`config.mk`:
```
export PLATFORM = sky130hd
export DESIGN_NAME = phy_status_regs
export DESIGN_NICKNAME = d
export VERILOG_FILES = /design/src/verilog/phy_status_pkg.sv /design/src/verilog/tally_if.sv /design/src/verilog/phy_status_regs.sv /design/src/verilog/sat_tally.sv
export VERILOG_INCLUDE_DIRS = /design/src /design/src/verilog
export SDC_FILE = /design/constraint.sdc
export NUM_CORES = 1
export LEC_CHECK = 0
export BUFFER_PORTS_ARGS = -buffer_cell sky130_fd_sc_hd__buf_2
export CAP_MARGIN = 10
export CORE_ASPECT_RATIO = 1.5
export CORE_UTILIZATION = 39
export DETAILED_ROUTE_END_ITERATION = 8
export GPL_TIMING_DRIVEN = 0
export PLACE_DENSITY = 0.64
export SLEW_MARGIN = 20
export SYNTH_ARGS = -nofsm -noshare
export SYNTH_HDL_FRONTEND = slang
export SYNTH_HIERARCHICAL = 1
export SYNTH_SLANG_ARGS = --single-unit
```
`constraint.sdc`:
```
create_clock -name clk -period 2.1 [get_ports clk]
set_clock_uncertainty 0.05 [all_clocks]
set_input_delay 0.21 -clock clk [delete_from_list [all_inputs] [get_ports clk]]
set_output_delay 0.21 -clock clk [all_outputs]
set_load 0.03 [all_outputs]
```
`src/verilog/phy_status_consts.svh`:
```
// constants for the phy status and error counter register bank
`ifndef PHY_STATUS_CONSTS_SVH
`define PHY_STATUS_CONSTS_SVH
`define ADDR_W 5
`define DATA_W 16
`define OFS_STATUS 5'h10
`define OFS_FALSE_CARRIER 5'h14
`define OFS_RX_ERROR 5'h15
`define OFS_IRQ_STATUS 5'h18
`define OFS_IRQ_MASK 5'h19
`define BIT_RXERR_LATCH 13
`define BIT_FCS_LATCH 11
`define BIT_JABBER 5
`define BIT_ANEG_DONE 4
`define BIT_LOOPBACK 3
`define BIT_DUPLEX 2
`define BIT_SPEED10 1
`define BIT_LINK 0
`define TALLY_MAX 8'hff
`define IRQ_W 2
`define IRQ_FCS 0
`define IRQ_RXERR 1
`define IRQ_MASK_RESET 2'h0
`endif

```
`src/verilog/phy_status_pkg.sv`:
```
// types shared by the phy status register bank
package phy_status_pkg;
  typedef logic [7:0] tally_t;
  typedef logic [15:0] word_t;
  typedef enum logic [2:0] {
    CARRIER_IDLE = 3'b001,
    CARRIER_OPEN = 3'b010,
    CARRIER_DONE = 3'b100
  } carrier_state_t;
endpackage : phy_status_pkg

```
`src/verilog/tally_if.sv`:
```
// interface carrying one tally's count, clear and event between modules
`timescale 1ns/1ns
interface tally_if;
  logic bump;
  logic clear;
  logic [7:0] count;
  modport counter (input bump, input clear, output count);
  modport user (output bump, output clear, input count);
endinterface : tally_if
```
`src/verilog/phy_status_regs.sv`:
```
// phy status word, error tallies and event interrupt register bank
//
// Local design decision: strobed register access.
`timescale 1ns/1ns
`include "phy_status_consts.svh"
module phy_status_regs
  import phy_status_pkg::*;
(
  // clock and reset
  input wire logic clk,
  input wire logic reset_n,
  // register port
  input wire logic [4:0] regAddr,
  input wire logic [15:0] regWrData,
  input wire logic regWrite,
  input wire logic regRead,
  output logic [15:0] regRdData,
  // live phy state
  input wire logic jabberDetect,
  input wire logic anegDone,
  input wire logic loopbackOn,
  input wire logic fullDuplex,
  input wire logic speed10,
  input wire logic linkUp,
  // receive path events
  input wire logic falseCarrier,
  input wire logic carrierValid,
  input wire logic invalidSymbol,
  input wire logic collision,
  // interrupt
  output logic irq
);
  ////////////////////////////////////////////////////////////////////////////
  // address decode
  wire selStatus = (regAddr == `OFS_STATUS);
  wire selFcs = (regAddr == `OFS_FALSE_CARRIER);
  wire selRxErr = (regAddr == `OFS_RX_ERROR);
  wire selIrqStat = (regAddr == `OFS_IRQ_STATUS);
  wire selIrqMask = (regAddr == `OFS_IRQ_MASK);
  wire rdFcs = regRead && selFcs;
  wire rdRxErr = regRead && selRxErr;
  wire rdIrqStat = regRead && selIrqStat;

  ////////////////////////////////////////////////////////////////////////////
  // receive error qualification: one count per carrier event, none with collision
  carrier_state_t carrierReg;
  carrier_state_t carrierNext;
  logic collisionSeenReg;
  wire collisionNow = collision || collisionSeenReg;
  wire rxErrEvent = carrierValid && invalidSymbol && !collisionNow && (carrierReg != CARRIER_DONE);

  always_comb begin
    carrierNext = carrierReg;
    case (carrierReg)
      CARRIER_IDLE: begin
        if (carrierValid) carrierNext = rxErrEvent ? CARRIER_DONE : CARRIER_OPEN;
      end
      CARRIER_OPEN: begin
        if (!carrierValid) carrierNext = CARRIER_IDLE;
        else if (rxErrEvent) carrierNext = CARRIER_DONE;
      end
      CARRIER_DONE: begin
        if (!carrierValid) carrierNext = CARRIER_IDLE;
      end
      default: carrierNext = CARRIER_IDLE;
    endcase
  end

  always_ff @(posedge clk or negedge reset_n) begin
    if (!reset_n) begin
      carrierReg <= CARRIER_IDLE;
      collisionSeenReg <= 1'b0;
    end else begin
      carrierReg <= carrierNext;
      collisionSeenReg <= carrierValid && collisionNow;
    end
  end

  ////////////////////////////////////////////////////////////////////////////
  // tallies
  tally_if fcsTl ();
  tally_if rxTl ();
  assign fcsTl.bump = falseCarrier;
  assign fcsTl.clear = rdFcs;
  assign rxTl.bump = rxErrEvent;
  assign rxTl.clear = rdRxErr;

  sat_tally fcsCounter (
    .clk(clk),
    .reset_n(reset_n),
    .tl(fcsTl)
  );
  sat_tally rxCounter (
    .clk(clk),
    .reset_n(reset_n),
    .tl(rxTl)
  );

  ////////////////////////////////////////////////////////////////////////////
  // latched event bits; a new event beats the clearing read
  logic fcsLatch_reg;
  logic rxErrLatch_reg;
  always_ff @(posedge clk or negedge reset_n) begin
    if (!reset_n) begin
      fcsLatch_reg <= 1'b0;
      rxErrLatch_reg <= 1'b0;
    end else begin
      fcsLatch_reg <= falseCarrier || (fcsLatch_reg && !rdFcs);
      rxErrLatch_reg <= rxErrEvent || (rxErrLatch_reg && !rdRxErr);
    end
  end

  ////////////////////////////////////////////////////////////////////////////
  // interrupt status and mask
  logic [1:0] irqStat_reg;
  logic [1:0] irqMask_reg;
  logic irq_reg;
  wire [1:0] irqEvents = {rxErrEvent, falseCarrier};
  wire [1:0] irqStat_next = irqEvents | (rdIrqStat ? 2'h0 : irqStat_reg);
  // use the new mask at once so irq never lags a mask write by a cycle
  wire [1:0] irqMask_next = (regWrite && selIrqMask) ? regWrData[1:0] : irqMask_reg;
  always_ff @(posedge clk or negedge reset_n) begin
    if (!reset_n) begin
      irqStat_reg <= 2'h0;
      irqMask_reg <= `IRQ_MASK_RESET;
      irq_reg <= 1'b0;
    end else begin
      irqStat_reg <= irqStat_next;
      irqMask_reg <= irqMask_next;
      irq_reg <= |(irqStat_next & irqMask_next);
    end
  end
  assign irq = irq_reg;

  ////////////////////////////////////////////////////////////////////////////
  // status word: live copies plus the two latched event bits, and reading it clears nothing
  word_t statusWord;
  always_comb begin
    statusWord = 16'h0000;
    statusWord[`BIT_RXERR_LATCH] = rxErrLatch_reg;
    statusWord[`BIT_FCS_LATCH] = fcsLatch_reg;
    statusWord[`BIT_JABBER] = jabberDetect;
    statusWord[`BIT_ANEG_DONE] = anegDone;
    statusWord[`BIT_LOOPBACK] = loopbackOn;
    statusWord[`BIT_DUPLEX] = fullDuplex;
    statusWord[`BIT_SPEED10] = speed10;
    statusWord[`BIT_LINK] = linkUp;
  end

  ////////////////////////////////////////////////////////////////////////////
  // read mux; counter upper bytes and unmapped offsets read zero, writes ignored except to the irq mask
  word_t rdMux;
  always_comb begin
    if (selStatus) rdMux = statusWord;
    else if (selFcs) rdMux = {8'h00, fcsTl.count};
    else if (selRxErr) rdMux = {8'h00, rxTl.count};
    else if (selIrqStat) rdMux = {14'h0000, irqStat_reg};
    else if (selIrqMask) rdMux = {14'h0000, irqMask_reg};
    else rdMux = 16'h0000;
  end

  word_t rdData_reg;
  always_ff @(posedge clk or negedge reset_n) begin
    if (!reset_n) rdData_reg <= 16'h0000;
    else rdData_reg <= regRead ? rdMux : 16'h0000;
  end
  assign regRdData = rdData_reg;
endmodule : phy_status_regs

```
`src/verilog/sat_tally.sv`:
```
// eight-bit saturating counter cleared on read
`timescale 1ns/1ns
`include "phy_status_consts.svh"
module sat_tally
  import phy_status_pkg::*;
(
  // clock and reset
  input wire logic clk,
  input wire logic reset_n,
  // tally link
  tally_if.counter tl
);
  tally_t countReg;
  tally_t countNext;
  wire atMax = (countReg == `TALLY_MAX);

  // an event in the clearing cycle counts as one, so it is not lost
  always_comb begin
    countNext = countReg;
    if (tl.clear) begin
      countNext = tl.bump ? 8'h01 : 8'h00;
    end else if (tl.bump && !atMax) begin
      countNext = countReg + 8'h01;
    end
  end

  always_ff @(posedge clk or negedge reset_n) begin
    if (!reset_n) countReg <= 8'h00;
    else countReg <= countNext;
  end

  assign tl.count = countReg;
endmodule : sat_tally

```
==> results of run 1 <==
-- per-stage QoR --
| step | cell area (um2) | power [mW] |
|---|---|---|
| 6_report | 2414 | 2.174 |
| 5_1_grt | 2414 | 2.308 |
| 3_3_place_gp | 2267 | 1.444 |
| 3_5_place_dp | 2267 | 1.458 |
| 2_1_floorplan | 2029 | 1.308 |
| 4_1_cts | 2411 | 2.188 |
-- power by group --
group          switching (mW)  internal [mW]  total, mW
clock network           0.254          0.472      0.726
registers               0.179          0.837       1.02
logic                   0.223          0.209      0.431
total                   0.656           1.52       2.17
-- cell usage after synthesis, types with 3 or more instances --
cell type | count | area, um2
inv_1 | 6 | 22.52
a21boi_0 | 4 | 30.03
nand2_1 | 18 | 67.56
nor2b_1 | 4 | 25.02
o21ai_0 | 5 | 25.02
buf_4 | 6 | 45.04
a2111oi_0 | 4 | 35.03
nor2_1 | 20 | 75.07
a211oi_1 | 8 | 60.06
and3_1 | 7 | 43.79
a21oi_1 | 12 | 60.06
nand3b_1 | 3 | 22.52
dfrtp_1 | 36 | 900.9
and4_1 | 4 | 35.03
nand4_1 | 4 | 25.02
nor3_1 | 7 | 35.03
buf_2 | 4 | 20.02
mux2i_1 | 4 | 40.04
or3_1 | 4 | 25.02
-- path summary, 6_finish.rpt --
path | from | to | slack, ns | cells after the start
worst max-delay path | collisionSeenReg$_DFF_PN0_ | rxCounter/tl.count[3]$_DFFE_PN0P_ | 0.24 | 5
min in group asynchronous | reset_n | collisionSeenReg$_DFF_PN0_ | 0.50 | 2
worst min register to register | collisionSeenReg$_DFF_PN0_ | collisionSeenReg$_DFF_PN0_ | 0.45 | 1
worst min-delay path | collision | collisionSeenReg$_DFF_PN0_ | 0.08 | 2
worst max register to register | collisionSeenReg$_DFF_PN0_ | rxCounter/tl.count[3]$_DFFE_PN0P_ | 0.24 | 5
max in group asynchronous | reset_n | rxCounter/tl.count[6]$_DFFE_PN0P_ | 0.97 | 2
-- cell type report --
cell class              count  share of cell area
multi-input cells         156              0.4090
well taps                  66             0.03421
repair buffers             32             0.06843
flip-flops and latches     37              0.3841
plain buffers              14             0.03940
clock buffers               5             0.02851
inverters                   6            0.009331
clock inverters             3             0.02696
-- logic make-up (layout without fill, tap and decap cells) --
kind of cell | count (synthesis) | after routing | synth area share
AOI/OAI and AO/OA | 51 | 51 | 0.1755
xor gates and xnor gates | 2 | 2 | 0.008713
adders and majority gates | 2 | 2 | 0.01244
buffers and inverters | 20 | 60 | 0.05849
DFF | 37 | 37 | 0.4611
muxes | 8 | 8 | 0.04605
other | 1 | 6 | 0.001865
and+or+nand+nor | 87 | 87 | 0.2358
-- per-layer routing --
layer	part of all wire	routed length [um]
met5	0	0
met4	0.024	104
met3	0.020	89
met2	0.55	2448
met1	0.40	1771
-- worst register-to-register path, stage by stage, from the launching register on --
cell       delay, ns
dfrtp_1         0.38
nand4bb_1       0.26
nor2_2          0.38
nand4_1         0.21
a21oi_2         0.16
mux2_4          0.31
-- repair_timing --
| item | 4_1_cts | 5_1_grt |
|---|---|---|
| hold buffers | 1 | 0 |
| endpoints found under the hold margin | 20 | 0 |
| buffers inserted | 0 | 0 |
| resized for setup | 0 | 1 |
| setup endpoints to repair | 0 | 3 |
==> qor.csv, run 1 <==
stage,metric,value,unit
status,status,finished clean,
final_layout,ant diodes,0,
die,Die ar.,5453,um2
logic_synthesis,Synth Flop Type,dfrtp_1,
logic_synthesis,Mapped Cells,208,
cts,CTS buffer count,5,
logic_synthesis,async set or reset register ratio after synthesis,1.000,
worst_setup_path,"Largest delay share family, worst path",simple AND/OR/NAND/NOR gates,
timing,Hold WS,0.08300,ns
timing,endpoints failing setup,0,
final_layout,Finished Core Util,0.4939,
final_layout,multi-input combinational cell area,987.2,um2
power,worst vdd rail ir drop,395.3,uV
routing,initial DRC count,60,
global_route,largest net degree at the start of global routing,38,
power,Leak Pwr,1.119,nW
place,HPWL after DPL,3.301,mm
cts,CTS H-tree lvls,2,
global_route,antenna violations before repair,0,
place,dpl ws,0.06295,ns
die,I/O pins,52,
timing,final worst-path cycle share,0.8867,
final_layout,register area,927.1,um2
global_route,grt ovf,0,
final_layout,share of cells above drive strength 1,0.2451,
final_layout,nets,289,
die,Initial Utilization,0.4114,
timing,RSZ-0062 raised after global routing,false,
worst_setup_path,Slowest cell on crit path,dfrtp_1,
worst_setup_path,crit path DAT,1.98,ns
logic_synthesis,Post-synth EDFFs,0,
logic_synthesis,register area share after synthesis,0.4611,
routing,Routed WL,4.414,mm
routing,drc violations,0,
logic_synthesis,number of warnings issued by yosys,6,
timing,Max Clk Rate,537.1,MHz
worst_setup_path,Critical Path Sink Type,flop,
global_route,met1 Track Usage GR,0.2068,
cts,Root Driver,clkbuf_8,
global_route,GRT Total Usage,0.1837,
final_layout,fin cells,319,
worst_setup_path,CP Class,flop to flop,
global_route,first-pass GRT wire length,7.527,mm
place,Cells after DPL,310,
timing,Final TNS setup,0,ns
worst_hold_path,Hold Path Class,primary input to flop,
timing,crit path time final,1.862,ns
worst_setup_path,worst-path fanout max,9,
place,# port buffers,31,
logic_synthesis,#FFs+latches synth,37,
routing,via count,1733,
die,row count,31,
timing,Final Hold Vio Count,0,
worst_setup_path,WP buf/inv,0,
timing,Slew @ Worst Pin,0.8232,ns
power,Power Density,900.6,nW/um2
cts,CTS max path bufs,2,
final_layout,fillcell total,485,
final_layout,Largest register FFs,10,
place,GP Congestion,0.8995,
worst_setup_path,Critical Path Start Type,flop,
timing,Slew Limit Fails,0,
cts,Clock Sinks,37,
routing,vias per cell,5.433,
final_layout,most frequent cells in the layout,"dfrtp_1 (36), buf_2 (35), nor2_1 (19), nand2_1 (18), a21oi_1 (12)",
die,die width,60.63,um
routing,TritonRoute pass-1 iters,4,
final_layout,"commonest non-fill, non-tap cell in the layout",dfrtp_1,
die,CORE AREA,4887,um2
job,Max Cap Violations,0,
routing,WL/cell,13.84,um
cts,clk_lat worst skew,0.29,ns
timing,Rel. slew slack,0.4512,
logic_synthesis,synthesized area per cell,9.667,um2
final_layout,Syn-to-layout area delta,20.04,%
global_route,busiest grt layer,met2,
logic_synthesis,synth unique cells,49,
worst_setup_path,worst path cell trace,nand4bb_1 > nor2_2 > nand4_1 > a21oi_2 > mux2_4,
global_route,vias in the first global route,1648,
die,Die Ht,89.94,um
routing,post-detailed-route count of antenna-violating nets,0,
global_route,GRT met2 Usage,0.3178,
worst_setup_path,CP max stage delay,0.38,ns
cts,TritonCTS clock tree,done,
timing,setup ws final,0.2380,ns
logic_synthesis,Netlist Area Pre-Place,2011,um2
global_route,GRT met3 Usage,0.03453,
worst_setup_path,"Data required, critical path",2.22,ns
cts,clock-pin transition on the worst setup and hold timing paths,0.08,ns
Note: power is estimated with default switching activity, not from simulation.
==> run 2: changes to the inputs <==
--- a/config.mk
+++ b/config.mk
@@ -8,11 +8,13 @@
 export LEC_CHECK = 0
 export BUFFER_PORTS_ARGS = -buffer_cell sky130_fd_sc_hd__buf_2
 export CAP_MARGIN = 10
+export CELL_PAD_IN_SITES_DETAIL_PLACEMENT = 0
+export CELL_PAD_IN_SITES_GLOBAL_PLACEMENT = 1
 export CORE_ASPECT_RATIO = 1.5
 export CORE_UTILIZATION = 39
 export DETAILED_ROUTE_END_ITERATION = 8
 export GPL_TIMING_DRIVEN = 0
-export PLACE_DENSITY = 0.64
+export PLACE_DENSITY_LB_ADDON = 0.25
 export SLEW_MARGIN = 20
 export SYNTH_ARGS = -nofsm -noshare
 export SYNTH_HDL_FRONTEND = slang
==> qor.csv, run 2 (synthesis results as in run 1) <==
stage,metric,value,unit
worst_setup_path,FF-to-FF End,rxCounter/tl.count[3]$_DFFE_PN0P_,
place,# port buffers,31,
cts,CTS H-tree lvls,2,
worst_hold_path,Hold Path Stages,2,
timing,RSZ-0062 raised after global routing,false,
routing,post-detailed-route count of antenna-violating nets,0,
worst_hold_path,Hold Path Class,primary input to flop,
routing,met2 routed WL,2.381,mm
global_route,vias in the first global route,1646,
final_layout,fin cells,319,
final_layout,Largest register FFs,10,
cts,Root Driver,clkbuf_8,
timing,Slew @ Worst Pin,0.8121,ns
place,HPWL after DPL,3.302,mm
cts,TritonCTS clock tree,done,
global_route,antenna violations before repair,0,
power,Clock Power Share,0.259,
timing,Final Hold Vio Count,0,
worst_setup_path,reg2reg start,collisionSeenReg$_DFF_PN0_,
timing,Max Clk Rate,539.5,MHz
global_route,GRT Total Usage,0.1840,
worst_setup_path,r2r worst-path depth,5,
final_layout,most frequent cells in the layout,"dfrtp_1 (36), buf_2 (35), nor2_1 (19), nand2_1 (18), a21oi_1 (12)",
global_route,grt ovf,0,
cts,clock-pin transition on the worst setup and hold timing paths,0.07,ns
timing,Slew Limit Fails,0,
routing,drc violations,0,
die,Die ar.,5453,um2
routing,via count,1688,
timing,final worst-path cycle share,0.8826,
cts,Clock Sinks,37,
final_layout,ant diodes,0,
worst_setup_path,crit path DAT,1.98,ns
status,status,finished clean,
final_layout,Finished Core Util,0.4849,
die,Die Ht,89.94,um
routing,TritonRoute pass-1 iters,4,
global_route,first-pass GRT wire length,7.590,mm
routing,metal1 wirelength,1.830,mm
worst_setup_path,Critical Path Sink Type,flop,
final_layout,share of cells above drive strength 1,0.2372,
timing,crit path time final,1.853,ns
final_layout,nets,289,
final_layout,Syn-to-layout area delta,17.86,%
place,Cells after DPL,310,
timing,Final TNS setup,0,ns
cts,CTS max path bufs,2,
power,Comb pwr share,0.219,
worst_setup_path,Critical Path Start Type,flop,
power,Leak Pwr,1.097,nW
die,die width,60.63,um
worst_hold_path,Hold Path Sink,collisionSeenReg$_DFF_PN0_,
timing,endpoints failing setup,0,
routing,top routing layer in use,met4,
worst_setup_path,"Data required, critical path",2.23,ns
die,row count,31,
worst_hold_path,HP Start,collision,
worst_setup_path,CP Class,flop to flop,
cts,CTS buffer count,5,
cts,clk_lat worst skew,0.28,ns
place,GP Congestion,0.7999,
power,worst vdd rail ir drop,402.0,uV
routing,WL/cell,13.80,um
worst_setup_path,r2r setup slk,0.25,ns
final_layout,"commonest non-fill, non-tap cell in the layout",dfrtp_1,
job,Max Cap Violations,0,
power,Power Density,822.6,nW/um2
die,CORE AREA,4887,um2
routing,initial DRC count,64,
power,switching share of power,0.3262,
power,net switching power,0.6358,mW
power,Int Power,1.314,mW
die,I/O pins,52,
routing,Routed WL,4.403,mm
routing,vias per cell,5.292,
timing,Hold WS,0.08847,ns
global_route,largest net degree at the start of global routing,38,
worst_setup_path,worst-path fanout max,9,
power,Reg power frac,0.523,
cts,Post-CTS Setup Repair Bufs,0,
routing,met3 wire len,113,um
die,Initial Utilization,0.4114,
timing,Rel. slew slack,0.4586,
==> run 2: cell types whose count changed in the layout (fill, tap and decap cells not counted), sizes merged <==
cell | before | now
clkinv | 1 | 0
clkbuf | 7 | 10
bufinv | 2 | 0
==> run 2: per-stage QoR <==
step	instance area [um2]	total power, mW	setup slack, ns
after floorplan	2029	1.308	0.4043
after global placement	2267	1.450	0.05387
after detailed placement	2267	1.455	0.05505
after CTS	2367	1.969	0.06772
after global routing	2370	2.089	0.09464
final	2370	1.949	0.2466
==> run 2: critical path, cell delays in order, from the launching register on <==
cell and delay [ns]:
dfrtp_1 0.38, nand4bb_1 0.26, nor2_2 0.37, nand4_1 0.22
a21oi_2 0.16, mux2_4 0.30
==> run 2: cell type report <==
class                           count  area [um2]
Tap cell                           66       82.58
Inverter                            6       22.52
Buffer                             14       95.09
Timing Repair Buffer               32       165.2
Sequential cell                    37       927.1
Multi-Input combinational cell    156       987.2
Clock buffer                        8       90.09
Fill cell                         510        2517
==> run 2: worst max path at each step <==
stage	startpoint	to	slack, ns	cells past startpoint
2_1_floorplan	collisionSeenReg$_DFF_PN0_	rxCounter/tl.count[3]$_DFFE_PN0P_	0.40	5
3_3_place_gp	regAddr[2]	fcsCounter/tl.count[0]$_DFFE_PN0P_	0.05	8
3_5_place_dp	regAddr[2]	fcsCounter/tl.count[0]$_DFFE_PN0P_	0.06	8
4_1_cts	collisionSeenReg$_DFF_PN0_	rxCounter/tl.count[3]$_DFFE_PN0P_	0.07	5
5_1_grt	collisionSeenReg$_DFF_PN0_	rxCounter/tl.count[3]$_DFFE_PN0P_	0.09	5
6_report	collisionSeenReg$_DFF_PN0_	rxCounter/tl.count[3]$_DFFE_PN0P_	0.25	5
==> run 2: power groups by stage <==
stage	logic [mW]	registers, mW	clock network (mW)
2_1_floorplan	0.314	0.994	0
3_3_place_gp	0.422	1.03	0
3_5_place_dp	0.427	1.03	0
4_1_cts	0.432	1.02	0.522
5_1_grt	0.486	1.05	0.554
6_report	0.426	1.02	0.504
==> run 2: what timing repair did <==
action / in CTS / in global routing
gates resized for setup: 0 / 1
hold endpoints to repair: 5 / 0
hold buffers: 1 / 0
endpoints found under the setup margin: 0 / 4
==> run 2: routing by layer <==
metal	global-route usage	vias up
met5	0	-
met4	0.06818	0
met3	0.03885	5
met2	0.3132	23
met1	0.2186	818
li1	-	842
==> run 3: changes to the inputs <==
--- a/config.mk
+++ b/config.mk
@@ -6,6 +6,7 @@
 export SDC_FILE = /design/constraint.sdc
 export NUM_CORES = 1
 export LEC_CHECK = 0
+export ABC_AREA = 1
 export BUFFER_PORTS_ARGS = -buffer_cell sky130_fd_sc_hd__buf_2
 export CAP_MARGIN = 10
 export CELL_PAD_IN_SITES_DETAIL_PLACEMENT = 0
==> qor.csv, run 3 <==
stage,metric,value,unit
logic_synthesis,"count leader, synth",nand2_1,
final_layout,Largest register FFs,10,
logic_synthesis,Synth area leaders,"dfrtp_1 (41%), nand2_1 (13%), nand3_1 (8.0%)",
place,# port buffers,30,
worst_setup_path,CP Class,flop to flop,
place,HPWL after DPL,3.599,mm
timing,crit path time final,1.583,ns
worst_setup_path,FF-to-FF End,rxCounter/tl.count[5]$_DFFE_PN0P_,
place,Post-DP Area,2449,um2
cts,clk_lat worst skew,0.29,ns
status,status,finished clean,
cts,CTS buffer count,5,
logic_synthesis,Netlist Area Pre-Place,2192,um2
worst_setup_path,"Data required, critical path",2.23,ns
timing,Final Hold Vio Count,0,
worst_setup_path,Most common cell on crit path,nor2_1,
global_route,antenna violations before repair,0,
timing,Rel. slew slack,0.4432,
logic_synthesis,#FFs+latches synth,37,
logic_synthesis,synth unique cells,27,
logic_synthesis,Post-synth EDFFs,0,
worst_setup_path,worst-path fanout max,6,
timing,Final TNS setup,0,ns
worst_setup_path,worst path cell trace,nor3_2 > nand2_1 > inv_1 > nand3b_1 > nor2_1 > nor2_1,
die,Die Ht,93.82,um
worst_hold_path,HP Start,anegDone,
worst_setup_path,WP buf/inv,1,
logic_synthesis,register area share after synthesis,0.4229,
power,total power,2.136,mW
routing,initial DRC count,66,
timing,endpoints failing setup,0,
place,GP Congestion,0.7690,
cts,TritonCTS clock tree,done,
logic_synthesis,number of warnings issued by yosys,6,
cts,CTS max path bufs,2,
cts,Root Driver,clkbuf_8,
logic_synthesis,share of the synthesized area in the top cell type,0.4110,
logic_synthesis,post-synth top area cell,dfrtp_1,
cts,CTS H-tree lvls,2,
power,Leak Pwr,1.327,nW
timing,Hold WS,0.06538,ns
worst_setup_path,r2r setup slk,0.52,ns
die,Initial Utilization,0.4022,
timing,final worst-path cycle share,0.7539,
timing,Slew @ Worst Pin,0.8351,ns
routing,via count,1826,
final_layout,ant diodes,0,
final_layout,Syn-to-layout area delta,17.41,%
final_layout,"commonest non-fill, non-tap cell in the layout",nand2_1,
worst_setup_path,crit path DAT,1.72,ns
logic_synthesis,synthesized area per cell,8.000,um2
worst_setup_path,reg2reg start,collisionSeenReg$_DFF_PN0_,
final_layout,fillcell total,570,
routing,post-detailed-route count of antenna-violating nets,0,
global_route,first-pass GRT wire length,8.093,mm
cts,Clock Sinks,37,
logic_synthesis,top post-synthesis cells by count,"nand2_1 (73), dfrtp_1 (36), nand3_1 (35)",
timing,RSZ-0062 raised after global routing,false,
routing,vias per cell,4.706,
die,row count,33,
logic_synthesis,async set or reset register ratio after synthesis,1.000,
final_layout,most frequent cells in the layout,"nand2_1 (73), dfrtp_1 (36), nand3_1 (35), buf_2 (30), inv_1 (25)",
cts,clock-pin transition on the worst setup and hold timing paths,0.08,ns
die,Die ar.,5931,um2
worst_setup_path,Critical Path Sink Type,flop,
logic_synthesis,Synth Flop Type,dfrtp_1,
timing,Slew Limit Fails,0,
global_route,GRT Total Usage,0.1781,
routing,TritonRoute pass-1 iters,4,
worst_setup_path,CP max stage delay,0.40,ns
worst_setup_path,Critical Path Start Type,flop,
worst_hold_path,Hold Path Sink,regRdData[4]$_DFF_PN0_,
final_layout,share of cells above drive strength 1,0.2673,
cts,Post-CTS Setup Repair Bufs,0,
power,Power Density,829.9,nW/um2
final_layout,post-route cell area,2574,um2
routing,Routed WL,4.566,mm
final_layout,register area,927.1,um2
global_route,largest net degree at the start of global routing,38,
worst_setup_path,r2r worst-path depth,6,
timing,Max Clk Rate,631.6,MHz
die,die width,63.22,um
die,CORE AREA,5450,um2
die,I/O pins,52,
worst_setup_path,"Largest delay share family, worst path",simple AND/OR/NAND/NOR gates,
power,worst vdd rail ir drop,437.8,uV
final_layout,nets,354,
global_route,vias in the first global route,1776,
worst_hold_path,Hold Path Class,primary input to flop,
job,Max Cap Violations,0,
global_route,grt ovf,0,
worst_setup_path,Slowest cell on crit path,dfrtp_1,
final_layout,multi-input combinational cell area,1097,um2
routing,drc violations,0,
worst_hold_path,Hold Path Stages,3,
routing,WL/cell,11.77,um
logic_synthesis,Mapped Cells,274,
run 3: cell count changes in the layout (fill, tap and decap cells not counted), sizes merged, moves of 5 or more:
cell | before | now
clkbuf | 10 | 5
and3 | 9 | 0
a211oi | 8 | 0
xor2 | 1 | 6
o21ai | 5 | 17
nand4 | 4 | 9
a21oi | 14 | 2
nor2 | 20 | 32
nand3 | 2 | 39
nand2 | 18 | 82
inv | 6 | 28
run 3: layer usage:
layer  vias up  track usage  wire length, um
met5         -            0                0
met4         0      0.06818               98
met3         7      0.03398              102
met2        24       0.3315             2472
met1       836       0.1965             1893
li1        959            -                -
run 3: metrics by stage:
step           utilization  std cells  setup slack [ns]
2_1_floorplan            -        279            0.7452
3_3_place_gp        0.4493        379            0.3702
3_5_place_dp        0.4493        379            0.3570
4_1_cts             0.4722        388            0.5080
5_1_grt             0.4722        388            0.3216
6_report            0.4722        388            0.5168
run 3: timing repair:
| item | in CTS | in global routing |
|---|---|---|
| hold buffers | 1 | 0 |
| resized for setup | 0 | 0 |
| endpoints found under the hold margin | 6 | 0 |
run 3: logic make-up after synthesis:
kind of cell | share of synthesized area
AND/OR/NAND/NOR | 0.4012
XOR/XNOR | 0.02397
adder cells (fa/ha/maj) | 0.01141
flip-flops | 0.4229
AO/OA/AOI/OAI | 0.05365
buffers and inverters | 0.08505
other | 0.001711
run 3: worst max path at each step:
stage | depth (start not counted) | startpoint | to
6_report | 6 | collisionSeenReg$_DFF_PN0_ | rxCounter/tl.count[5]$_DFFE_PN0P_
5_1_grt | 6 | collisionSeenReg$_DFF_PN0_ | rxCounter/tl.count[5]$_DFFE_PN0P_
4_1_cts | 6 | collisionSeenReg$_DFF_PN0_ | rxCounter/tl.count[5]$_DFFE_PN0P_
3_5_place_dp | 9 | regAddr[3] | rxCounter/tl.count[6]$_DFFE_PN0P_
3_3_place_gp | 9 | regAddr[3] | rxCounter/tl.count[1]$_DFFE_PN0P_
2_1_floorplan | 6 | collisionSeenReg$_DFF_PN0_ | rxCounter/tl.count[5]$_DFFE_PN0P_
run 3: final cells by class:
class / instances / area share
Multi-Input combinational cell: 203 / 0.4263
Tap cell: 70 / 0.03403
Buffer: 9 / 0.02771
Sequential cell: 37 / 0.3602
Clock inverter: 3 / 0.01799
Clock buffer: 5 / 0.02674
Inverter: 30 / 0.04473
Timing Repair Buffer: 31 / 0.06223
run 3: report_power, final:
| group | total (mW) | leakage, nW | internal (mW) | switching, mW |
|---|---|---|---|---|
| sequential | 0.960 | 0.473 | 0.841 | 0.119 |
| clock | 0.627 | 0.0543 | 0.355 | 0.272 |
| combinational | 0.549 | 0.799 | 0.211 | 0.338 |
| total | 2.14 | 1.33 | 1.41 | 0.728 |
run 3: tightest hold or removal path, cell delays in order:
cell and delay, ns:
buf_2 0.07, nand2_1 0.04, nand2_1 0.05
